<file path="src/hdl/arc_defs.vh">
`ifndef ARC_DEFS_VH
`define ARC_DEFS_VH
// register word indices (printed offsets kept as indices, address = 4 x index)
`define ARC_IDX_RESULT_HIGH 16'h0004
`define ARC_IDX_RESULT_LOW 16'h0005
`define ARC_IDX_COMPARE_HIGH 16'h0006
`define ARC_IDX_COMPARE_LOW 16'h0007
`define ARC_IDX_PIN_LOW 16'h309C
`define ARC_IDX_PIN_HIGH 16'h309D
`define ARC_IDX_CONFIG 16'h0008
`define ARC_ADDR_W 16
// config register fields
`define ARC_CFG_RES_LSB 0
`define ARC_CFG_CMP_EN_BIT 2
`define ARC_CFG_DEPTH_LSB 4
// resolution codes
`define ARC_RES_8 2'h0
`define ARC_RES_12 2'h1
`define ARC_RES_10 2'h2
// reset values
`define ARC_RST_BYTE 8'h00
`define ARC_RST_CFG 8'h00
// answers
`define ARC_RESP_OKAY 2'h0
`define ARC_RESP_SLVERR 2'h2
`endif

</file>
<file path="src/hdl/arc_regs.v">
`timescale 1ns/1ps
`default_nettype none
`include "arc_defs.vh"
module arc_regs #(
    parameter DEPTH_MAX = 8
) (
    input wire aclk,
    input wire aresetn,
    input wire [31:0] s_axi_awaddr,
    input wire s_axi_awvalid,
    output reg s_axi_awready,
    input wire [31:0] s_axi_wdata,
    input wire [3:0] s_axi_wstrb,
    input wire s_axi_wvalid,
    output reg s_axi_wready,
    output reg [1:0] s_axi_bresp,
    output reg s_axi_bvalid,
    input wire s_axi_bready,
    input wire [31:0] s_axi_araddr,
    input wire s_axi_arvalid,
    output reg s_axi_arready,
    output reg [31:0] s_axi_rdata,
    output reg [1:0] s_axi_rresp,
    output reg s_axi_rvalid,
    input wire s_axi_rready,
    input wire conv_done,
    input wire [11:0] conv_result,
    output reg conversion_complete_flag,
    output reg conv_restart,
    output reg results_valid,
    output reg [1:0] resolution,
    output reg compare_enable,
    output reg [2:0] fifo_depth,
    output reg cfg_written,
    output reg [11:0] pin_analog_select,
    output reg [11:0] port_oe_n_force,
    output reg [11:0] port_input_enable,
    output reg [11:0] port_pullup_enable
);
    reg [7:0] compare_high_q;
    reg [7:0] compare_low_q;
    reg [7:0] pin_low_q;
    reg [3:0] pin_high_q;
    reg [11:0] result_q;
    reg interlock_q;
    reg [11:0] fifo_mem [0:DEPTH_MAX-1];
    reg [2:0] fifo_wr_q;
    reg [2:0] fifo_rd_q;
    reg [2:0] fifo_cnt_q;
    reg have_aw_q;
    reg have_w_q;
    reg [31:0] awaddr_q;
    reg [31:0] wdata_q;
    reg [3:0] wstrb_q;

    function [15:0] word_index;
        input [31:0] addr;
        begin
            word_index = addr[17:2];
        end
    endfunction

    // shared by both FIFO pointers; wraps after the last level
    function [2:0] wrap_ptr;
        input [2:0] ptr;
        input [2:0] last;
        begin
            wrap_ptr = (ptr == last) ? 3'h0 : ptr + 3'h1;
        end
    endfunction

    function hit;
        input [31:0] addr;
        input [15:0] idx;
        begin
            hit = (addr[1:0] == 2'h0) && (addr[31:18] == 14'h0000) && (word_index(addr) == idx);
        end
    endfunction

    wire fifo_on = (fifo_depth != 3'h0);
    wire [3:0] fifo_levels = {1'b0, fifo_depth} + 4'h1;
    wire [11:0] result_now = fifo_on ? fifo_mem[fifo_rd_q] : result_q;
    // upper nibble match
    // only 12-bit results have their upper nibble compared; 10-bit ones are not
    wire cmp_hi_match = (conv_result[11:8] == compare_high_q[3:0]);
    wire cmp_lo_match = (conv_result[7:0] == compare_low_q);
    // equality is the compare condition; other modes ignore the high nibble
    wire cmp_true = (resolution == `ARC_RES_12) ? (cmp_hi_match && cmp_lo_match) : cmp_lo_match;
    wire do_write = have_aw_q && have_w_q && !s_axi_bvalid;
    wire wr_byte = do_write && wstrb_q[0];
    // write decode, one select per register
    wire sel_res_high = hit(awaddr_q, `ARC_IDX_RESULT_HIGH);
    wire sel_res_low = hit(awaddr_q, `ARC_IDX_RESULT_LOW);
    wire sel_cmp_high = hit(awaddr_q, `ARC_IDX_COMPARE_HIGH);
    wire sel_cmp_low = hit(awaddr_q, `ARC_IDX_COMPARE_LOW);
    wire sel_pin_low = hit(awaddr_q, `ARC_IDX_PIN_LOW);
    wire sel_pin_high = hit(awaddr_q, `ARC_IDX_PIN_HIGH);
    wire sel_cfg = hit(awaddr_q, `ARC_IDX_CONFIG);
    // result registers take writes silently so software sees no error
    wire sel_any = sel_res_high || sel_res_low || sel_cmp_high || sel_cmp_low ||
        sel_pin_low || sel_pin_high || sel_cfg;
    wire rd_take = s_axi_arvalid && s_axi_arready;
    // read decode, one select per register
    wire rsel_res_high = hit(s_axi_araddr, `ARC_IDX_RESULT_HIGH);
    wire rsel_res_low = hit(s_axi_araddr, `ARC_IDX_RESULT_LOW);
    wire rsel_cmp_high = hit(s_axi_araddr, `ARC_IDX_COMPARE_HIGH);
    wire rsel_cmp_low = hit(s_axi_araddr, `ARC_IDX_COMPARE_LOW);
    wire rsel_pin_low = hit(s_axi_araddr, `ARC_IDX_PIN_LOW);
    wire rsel_pin_high = hit(s_axi_araddr, `ARC_IDX_PIN_HIGH);
    wire rsel_cfg = hit(s_axi_araddr, `ARC_IDX_CONFIG);
    wire rd_high = rd_take && rsel_res_high;
    wire rd_low = rd_take && rsel_res_low;
    wire w_cfg = wr_byte && sel_cfg;
    wire res_change = w_cfg && (wdata_q[`ARC_CFG_RES_LSB+1:`ARC_CFG_RES_LSB] != resolution);
    wire depth_change = w_cfg && (wdata_q[`ARC_CFG_DEPTH_LSB+2:`ARC_CFG_DEPTH_LSB] != fifo_depth);
    // 8-bit ignores earlier lock
    // a lock left over from 12/10-bit must not stall 8-bit results
    wire lock_on = interlock_q && (resolution != `ARC_RES_8);
    wire accept = conv_done && !lock_on && (!compare_enable || cmp_true);
    wire blocked = conv_done && lock_on;

    always @(posedge aclk) begin
        if (!aresetn) begin
            s_axi_awready <= 1'b0;
            s_axi_wready <= 1'b0;
            have_aw_q <= 1'b0;
            have_w_q <= 1'b0;
            awaddr_q <= 32'h00000000;
            wdata_q <= 32'h00000000;
            wstrb_q <= 4'h0;
            s_axi_bvalid <= 1'b0;
            s_axi_bresp <= `ARC_RESP_OKAY;
        end else begin
            // readies are one-cycle pulses, so a held valid is taken once
            s_axi_awready <= !have_aw_q && !s_axi_awready && s_axi_awvalid;
            s_axi_wready <= !have_w_q && !s_axi_wready && s_axi_wvalid;
            if (s_axi_awvalid && s_axi_awready) begin
                have_aw_q <= 1'b1;
                awaddr_q <= s_axi_awaddr;
            end
            if (s_axi_wvalid && s_axi_wready) begin
                have_w_q <= 1'b1;
                wdata_q <= s_axi_wdata;
                wstrb_q <= s_axi_wstrb;
            end
            // response waits until both address and data are in
            if (do_write) begin
                have_aw_q <= 1'b0;
                have_w_q <= 1'b0;
                s_axi_bvalid <= 1'b1;
                if (sel_any)
                    s_axi_bresp <= `ARC_RESP_OKAY;
                else
                    s_axi_bresp <= `ARC_RESP_SLVERR;
            end else if (s_axi_bvalid && s_axi_bready) begin
                s_axi_bvalid <= 1'b0;
            end
        end
    end

    always @(posedge aclk) begin
        if (!aresetn) begin
            compare_high_q <= `ARC_RST_BYTE;
            compare_low_q <= `ARC_RST_BYTE;
            pin_low_q <= `ARC_RST_BYTE;
            pin_high_q <= 4'h0;
            resolution <= `ARC_RES_8;
            compare_enable <= 1'b0;
            fifo_depth <= 3'h0;
            cfg_written <= 1'b0;
        end else begin
            // lets the core abort a conversion made stale by the write
            cfg_written <= wr_byte && (sel_cfg || sel_cmp_high || sel_cmp_low);
            if (do_write && wstrb_q[0]) begin
                if (hit(awaddr_q, `ARC_IDX_COMPARE_HIGH))
                    compare_high_q <= {4'h0, wdata_q[3:0]};
                if (hit(awaddr_q, `ARC_IDX_COMPARE_LOW))
                    compare_low_q <= wdata_q[7:0];
                if (hit(awaddr_q, `ARC_IDX_PIN_LOW))
                    pin_low_q <= wdata_q[7:0];
                if (hit(awaddr_q, `ARC_IDX_PIN_HIGH))
                    pin_high_q <= wdata_q[3:0];
                if (w_cfg) begin
                    resolution <= wdata_q[`ARC_CFG_RES_LSB+1:`ARC_CFG_RES_LSB];
                    compare_enable <= wdata_q[`ARC_CFG_CMP_EN_BIT];
                    fifo_depth <= wdata_q[`ARC_CFG_DEPTH_LSB+2:`ARC_CFG_DEPTH_LSB];
                end
            end
        end
    end

    integer i;
    always @(posedge aclk) begin
        if (!aresetn) begin
            result_q <= 12'h000;
            interlock_q <= 1'b0;
            fifo_wr_q <= 3'h0;
            fifo_rd_q <= 3'h0;
            fifo_cnt_q <= 3'h0;
            conversion_complete_flag <= 1'b0;
            conv_restart <= 1'b0;
            results_valid <= 1'b0;
            for (i = 0; i < DEPTH_MAX; i = i + 1)
                fifo_mem[i] <= 12'h000;
        end else begin
            conversion_complete_flag <= 1'b0;
            conv_restart <= blocked;
            // high read arms interlock, not in 8-bit
            if (rd_high && resolution != `ARC_RES_8)
                interlock_q <= 1'b1;
            if (rd_low)
                interlock_q <= 1'b0;
            // advance FIFO on low read
            // wraps at the last level so reads cycle through one set
            if (rd_low && fifo_on)
                fifo_rd_q <= wrap_ptr(fifo_rd_q, fifo_depth);
            if (accept) begin
                if (fifo_on) begin
                    fifo_mem[fifo_wr_q] <= conv_result;
                    // set complete at fifo_depth + 1 entries
                    // next set lands from entry zero again
                    if ({1'b0, fifo_cnt_q} + 4'h1 == fifo_levels) begin
                        fifo_cnt_q <= 3'h0;
                        fifo_wr_q <= 3'h0;
                        fifo_rd_q <= 3'h0;
                        conversion_complete_flag <= 1'b1;
                        results_valid <= 1'b1;
                    end else begin
                        fifo_cnt_q <= fifo_cnt_q + 3'h1;
                        fifo_wr_q <= wrap_ptr(fifo_wr_q, fifo_depth);
                    end
                end else begin
                    result_q <= conv_result;
                    conversion_complete_flag <= 1'b1;
                    results_valid <= 1'b1;
                end
            end
            // resolution or depth change invalidates
            // pointers restart so a stale partial set is never read
            if (res_change || depth_change) begin
                results_valid <= 1'b0;
                fifo_cnt_q <= 3'h0;
                fifo_wr_q <= 3'h0;
                fifo_rd_q <= 3'h0;
            end
        end
    end

    always @(posedge aclk) begin
        if (!aresetn) begin
            s_axi_arready <= 1'b0;
            s_axi_rvalid <= 1'b0;
            s_axi_rdata <= 32'h00000000;
            s_axi_rresp <= `ARC_RESP_OKAY;
        end else begin
            s_axi_arready <= !s_axi_arready && !s_axi_rvalid && s_axi_arvalid;
            if (rd_take) begin
                s_axi_rvalid <= 1'b1;
                s_axi_rresp <= `ARC_RESP_OKAY;
                if (rsel_res_high)
                    s_axi_rdata <= {28'h0000000, (resolution == `ARC_RES_8) ? 4'h0 : result_now[11:8]};
                else if (rsel_res_low)
                    s_axi_rdata <= {24'h000000, result_now[7:0]};
                else if (rsel_cmp_high)
                    s_axi_rdata <= {28'h0000000, compare_high_q[3:0]};
                else if (rsel_cmp_low)
                    s_axi_rdata <= {24'h000000, compare_low_q};
                else if (rsel_pin_low)
                    s_axi_rdata <= {24'h000000, pin_low_q};
                else if (rsel_pin_high)
                    s_axi_rdata <= {28'h0000000, pin_high_q};
                else if (rsel_cfg)
                    s_axi_rdata <= {23'h000000, interlock_q, 1'b0, fifo_depth, 1'b0, compare_enable, resolution};
                // unmapped reads answer with zero data and an error
                else begin
                    s_axi_rdata <= 32'h00000000;
                    s_axi_rresp <= `ARC_RESP_SLVERR;
                end
            end else if (s_axi_rvalid && s_axi_rready) begin
                s_axi_rvalid <= 1'b0;
            end
        end
    end

    always @(posedge aclk) begin
        if (!aresetn) begin
            pin_analog_select <= 12'h000;
            // pins start under port control
            port_oe_n_force <= 12'h000;
            port_input_enable <= 12'hFFF;
            port_pullup_enable <= 12'hFFF;
        end else begin
            pin_analog_select <= {pin_high_q, pin_low_q};
            port_oe_n_force <= {pin_high_q, pin_low_q};
            port_input_enable <= ~{pin_high_q, pin_low_q};
            port_pullup_enable <= ~{pin_high_q, pin_low_q};
        end
    end
endmodule
`default_nettype wire

</file>
<file path="config.mk">
export PLATFORM = sky130hd
export DESIGN_NAME = arc_regs
export DESIGN_NICKNAME = d
export VERILOG_FILES = /design/src/hdl/arc_regs.v
export VERILOG_INCLUDE_DIRS = /design/src /design/src/hdl
export SDC_FILE = /design/constraint.sdc
export NUM_CORES = 1
export LEC_CHECK = 0
export ABC_AREA = 0
export BUFFER_PORTS_ARGS = -buffer_cell sky130_fd_sc_hd__clkbuf_2
export CAP_MARGIN = 20
export CORE_UTILIZATION = 50
export DETAILED_ROUTE_END_ITERATION = 7
export GPL_TIMING_DRIVEN = 0
export PLACE_DENSITY = 0.79
export REMOVE_ABC_BUFFERS = 1
export SETUP_SLACK_MARGIN = 0.4
export SLEW_MARGIN = 5
export SYNTH_ARGS = -nofsm -noshare
export SYNTH_HDL_FRONTEND = slang
export SYNTH_SLANG_ARGS = --single-unit
</file>
<file path="constraint.sdc">
create_clock -name aclk -period 2.6 [get_ports aclk]
set_input_delay 0.26 -clock aclk [delete_from_list [all_inputs] [get_ports aclk]]
set_output_delay 0.26 -clock aclk [all_outputs]
set_load 0.005 [all_outputs]
</file>
==> results.sh <==
export IMPL_status="finished clean"
export IMPL_worst_slew_pin_slew_ps=1080
export IMPL_vias_per_cell=5.60
export IMPL_worst_setup_path_start_kind="flop"
export IMPL_peakVddDrop_mv=0.551
export IMPL_required_ps=2820
export IMPL_synthTopCellsByCount="dfxtp_1 (139), nand2_1 (122), and2_1 (106)"
export IMPL_synth_edff_count=96
export IMPL_arrival_ps=2660
export IMPL_crit_type="flop to flop"
export IMPL_path_clk_slew_ps=60
export IMPL_hpwlAfterDp_mm=17.3
export IMPL_total_power_uw=8350
export IMPL_portBuffers=166
export IMPL_skew_ps=11.2
export IMPL_met2_usage_pct=43.3
export IMPL_async_flop_share_pct=0
export IMPL_use_met1_pct=33.0
export IMPL_cts_buffers=26
export IMPL_grt_max_degree=105
export IMPL_layout_min_cycle_time_ps=2440
export IMPL_grt_pass1_vias=8092
export IMPL_place_congestion=0.818
export IMPL_n_antenna_cell=0
export IMPL_synthFlopType="dfxtp_1"
export IMPL_drv_cap=0
export IMPL_p_per_area_nw_per_um2=595
export IMPL_totalWireLength_mm=29.9
export IMPL_cts_tree="yes"
export IMPL_post_route_period_util_pct=93.9
export IMPL_synth_seq_cells=235
export IMPL_p_leak_uw=0.00550
export IMPL_crit_fanout=7
export IMPL_holdWs_ps=8.39
export IMPL_yosysMostFrequentCell="dfxtp_1"
export IMPL_dpl_worst_slack_ps=-940
export IMPL_ys_warn_count=0
export IMPL_gr_usage_all_layers_pct=25.0
export IMPL_hold_path_class="primary input to flop"
export IMPL_die_w_um=150
export IMPL_final_layout_size_suffix_gt1_share_pct=31.5
export IMPL_synth_cells=1016
export IMPL_clk_latency_ps=530
export IMPL_finalSetupViolations=0
export IMPL_die_area_um2=22500
export IMPL_netlist_area_leader_share_pct=26.4
export IMPL_finalHoldViolations=0
export IMPL_ys_seq_area_share_pct=51.8
export IMPL_fillers=1525
export IMPL_ctsRootBufferMaster="clkbuf_16"
export IMPL_met3_usage_pct=3.20
export IMPL_cts_htree_levels=1
export IMPL_firstDrtPassIters=5
export IMPL_fp_coreArea_um2=21200
export IMPL_die_height_um=150
export IMPL_crit_path_max_incr_delay_ps=450
export IMPL_end_kind="flop"
export IMPL_synth_area_per_cell_um2=10.8
export IMPL_cts_sinks=235
export IMPL_fin_nets=1348
export IMPL_num_rows=53
export IMPL_ant_nets=0
export IMPL_yosysUniqueCellTypes=61
export IMPL_drc=0
export IMPL_clock_tree_buffer_depth=3
export IMPL_slowest_stage="or3_4"
export IMPL_setup_ws_ps=158
export IMPL_grt_setup_unrepaired="true"
export IMPL_synth_area_top_cells="edfxtp_1 (26%), dfxtp_1 (25%), and2_1 (6.1%), mux2i_1 (5.1%), mux4_2 (4.5%)"
export IMPL_top_level_ports=219
export IMPL_netlist_area_um2=10900
export IMPL_yosysTopAreaCell="edfxtp_1"
export IMPL_timing_fmax_ghz=0.409
export IMPL_relSlewSlack_pct=28.1
export IMPL_wl_per_cell_um=19.7
export IMPL_antenna_found_initial=0
export IMPL_num_vias=8494
export IMPL_dp_cells=1367
export IMPL_crit_chain="xnor2_1 > nand4_1 > o31a_1 > or3_4 > nor4b_4 > buf_6 > nand2b_4"
export IMPL_drv_slew=0
export IMPL_grt_pass1_wl_mm=43.6
export IMPL_grt_ovfl_total=0
export IMPL_start_util_pct=51.5
export IMPL_drtIter0Drc=798
export IMPL_synthToLayoutAreaGrowth_pct=28.2
export IMPL_busiest_layer="met2"
export IMPL_stdcell_count=1518
## through the flow
step / setup TNS (ps) / area [um^2] / util, %
2_1_floorplan: -2880 / 10400 / -
3_3_place_gp: -201690 / 11500 / 54.4
3_5_place_dp: -103980 / 11600 / 54.7
4_1_cts: 0 / 13500 / 63.6
5_1_grt: 0 / 14000 / 66.1
6_report: 0 / 14000 / 66.1
## final timing paths
kind	start	endpoint	slack [ps]	depth (start not counted)
max reg2reg	compare_low_q[7]	fifo_mem[5][2]	160	7
max	compare_low_q[7]	fifo_mem[5][2]	160	7
min reg2reg	pin_low_q[6]	port_pullup_enable[6]	430	1
min	s_axi_rready	s_axi_rvalid	8	3
## worst max-delay path: cells and delay by family, from the launching register on
kind | cells | cell delay (ps)
and+or+nand+nor | 4 | 1060
AOI/OAI and AO/OA | 1 | 380
DFF | 1 | 340
xor gates and xnor gates | 1 | 180
buffers and inverters | 1 | 170
## where the power goes
part	switching, uW	internal, uW
Sequential	45.7	3910
Combinational	273	221
Clock	1510	2380
## routing by layer
metal / wire length, um / part of all wire (%)
met1: 11900 / 40
met2: 15300 / 51
met3: 2050 / 6.9
met4: 625 / 2.1
met5: 0 / 0
## registers in the layout (all words and copies together) (netlist names), 2 cells and up
register and count:
result_q 12, awaddr_q 32, compare_high_q 4, resolution 2
pin_low_q 8, fifo_rd_q 3, pin_high_q 4, fifo_mem 96
wdata_q 8, s_axi_rdata 9, fifo_cnt_q 3, port_pullup_enable 12
fifo_wr_q 3, fifo_depth 3, port_oe_n_force 12, compare_low_q 8
## area by class of cell
type | count | area [um^2] | share of cell area [%]
clock inverter | 18 | 200 | 1.43
inverter | 19 | 71.3 | 0.509
multi-input combinational | 678 | 5050 | 36.0
tap | 275 | 344 | 2.45
clock buffer | 30 | 718 | 5.12
sequential | 235 | 5700 | 40.6
timing repair buffer | 263 | 1940 | 13.8
## cells by family (layout without fill, tap and decap cells)
family	count (synthesis)	in the layout	share of synthesized area, %
and+or+nand+nor	400	409	20.5
xor gates and xnor gates	32	32	2.56
AOI/OAI and AO/OA	123	123	7.62
muxes	84	84	10.3
DFF	235	235	51.8
adders and majority gates	5	5	0.572
other	1	25	0.0343
buffers and inverters	136	330	6.63
## cells in the final DEF (no fill, tap or decap), types with 7 or more instances in the layout
| master | n |
|---|---|
| a21boi_0 | 44 |
| a21oi_1 | 29 |
| and2_1 | 78 |
| and2_4 | 28 |
| buf_4 | 25 |
| buf_6 | 11 |
| clkbuf_16 | 31 |
| clkbuf_2 | 165 |
| clkinv_2 | 10 |
| conb_1 | 25 |
| dfxtp_1 | 123 |
| dfxtp_2 | 12 |
| dlygate4sd3_1 | 44 |
| edfxtp_1 | 96 |
| inv_1 | 19 |
| mux2i_1 | 56 |
| mux4_2 | 22 |
| nand2_1 | 122 |
| nand2b_4 | 16 |
| nand3_1 | 11 |
| nand4_1 | 7 |
| nor2_1 | 24 |
| nor2b_1 | 46 |
| nor3_1 | 11 |
| nor4_1 | 15 |
| o21ai_0 | 14 |
| xnor2_1 | 17 |
| xnor2_2 | 7 |
| xor2_1 | 8 |
## repair_timing
item                                    4_1_cts  5_1_grt
hold buffers                                 44        0
hold endpoints to repair                     44        0
cloned                                        9        6
setup buffers                                17       26
gates resized for setup                      81       47
pin swaps                                    19       11
endpoints found under the setup margin      240      210
Note: power is estimated with default switching activity, not from simulation.
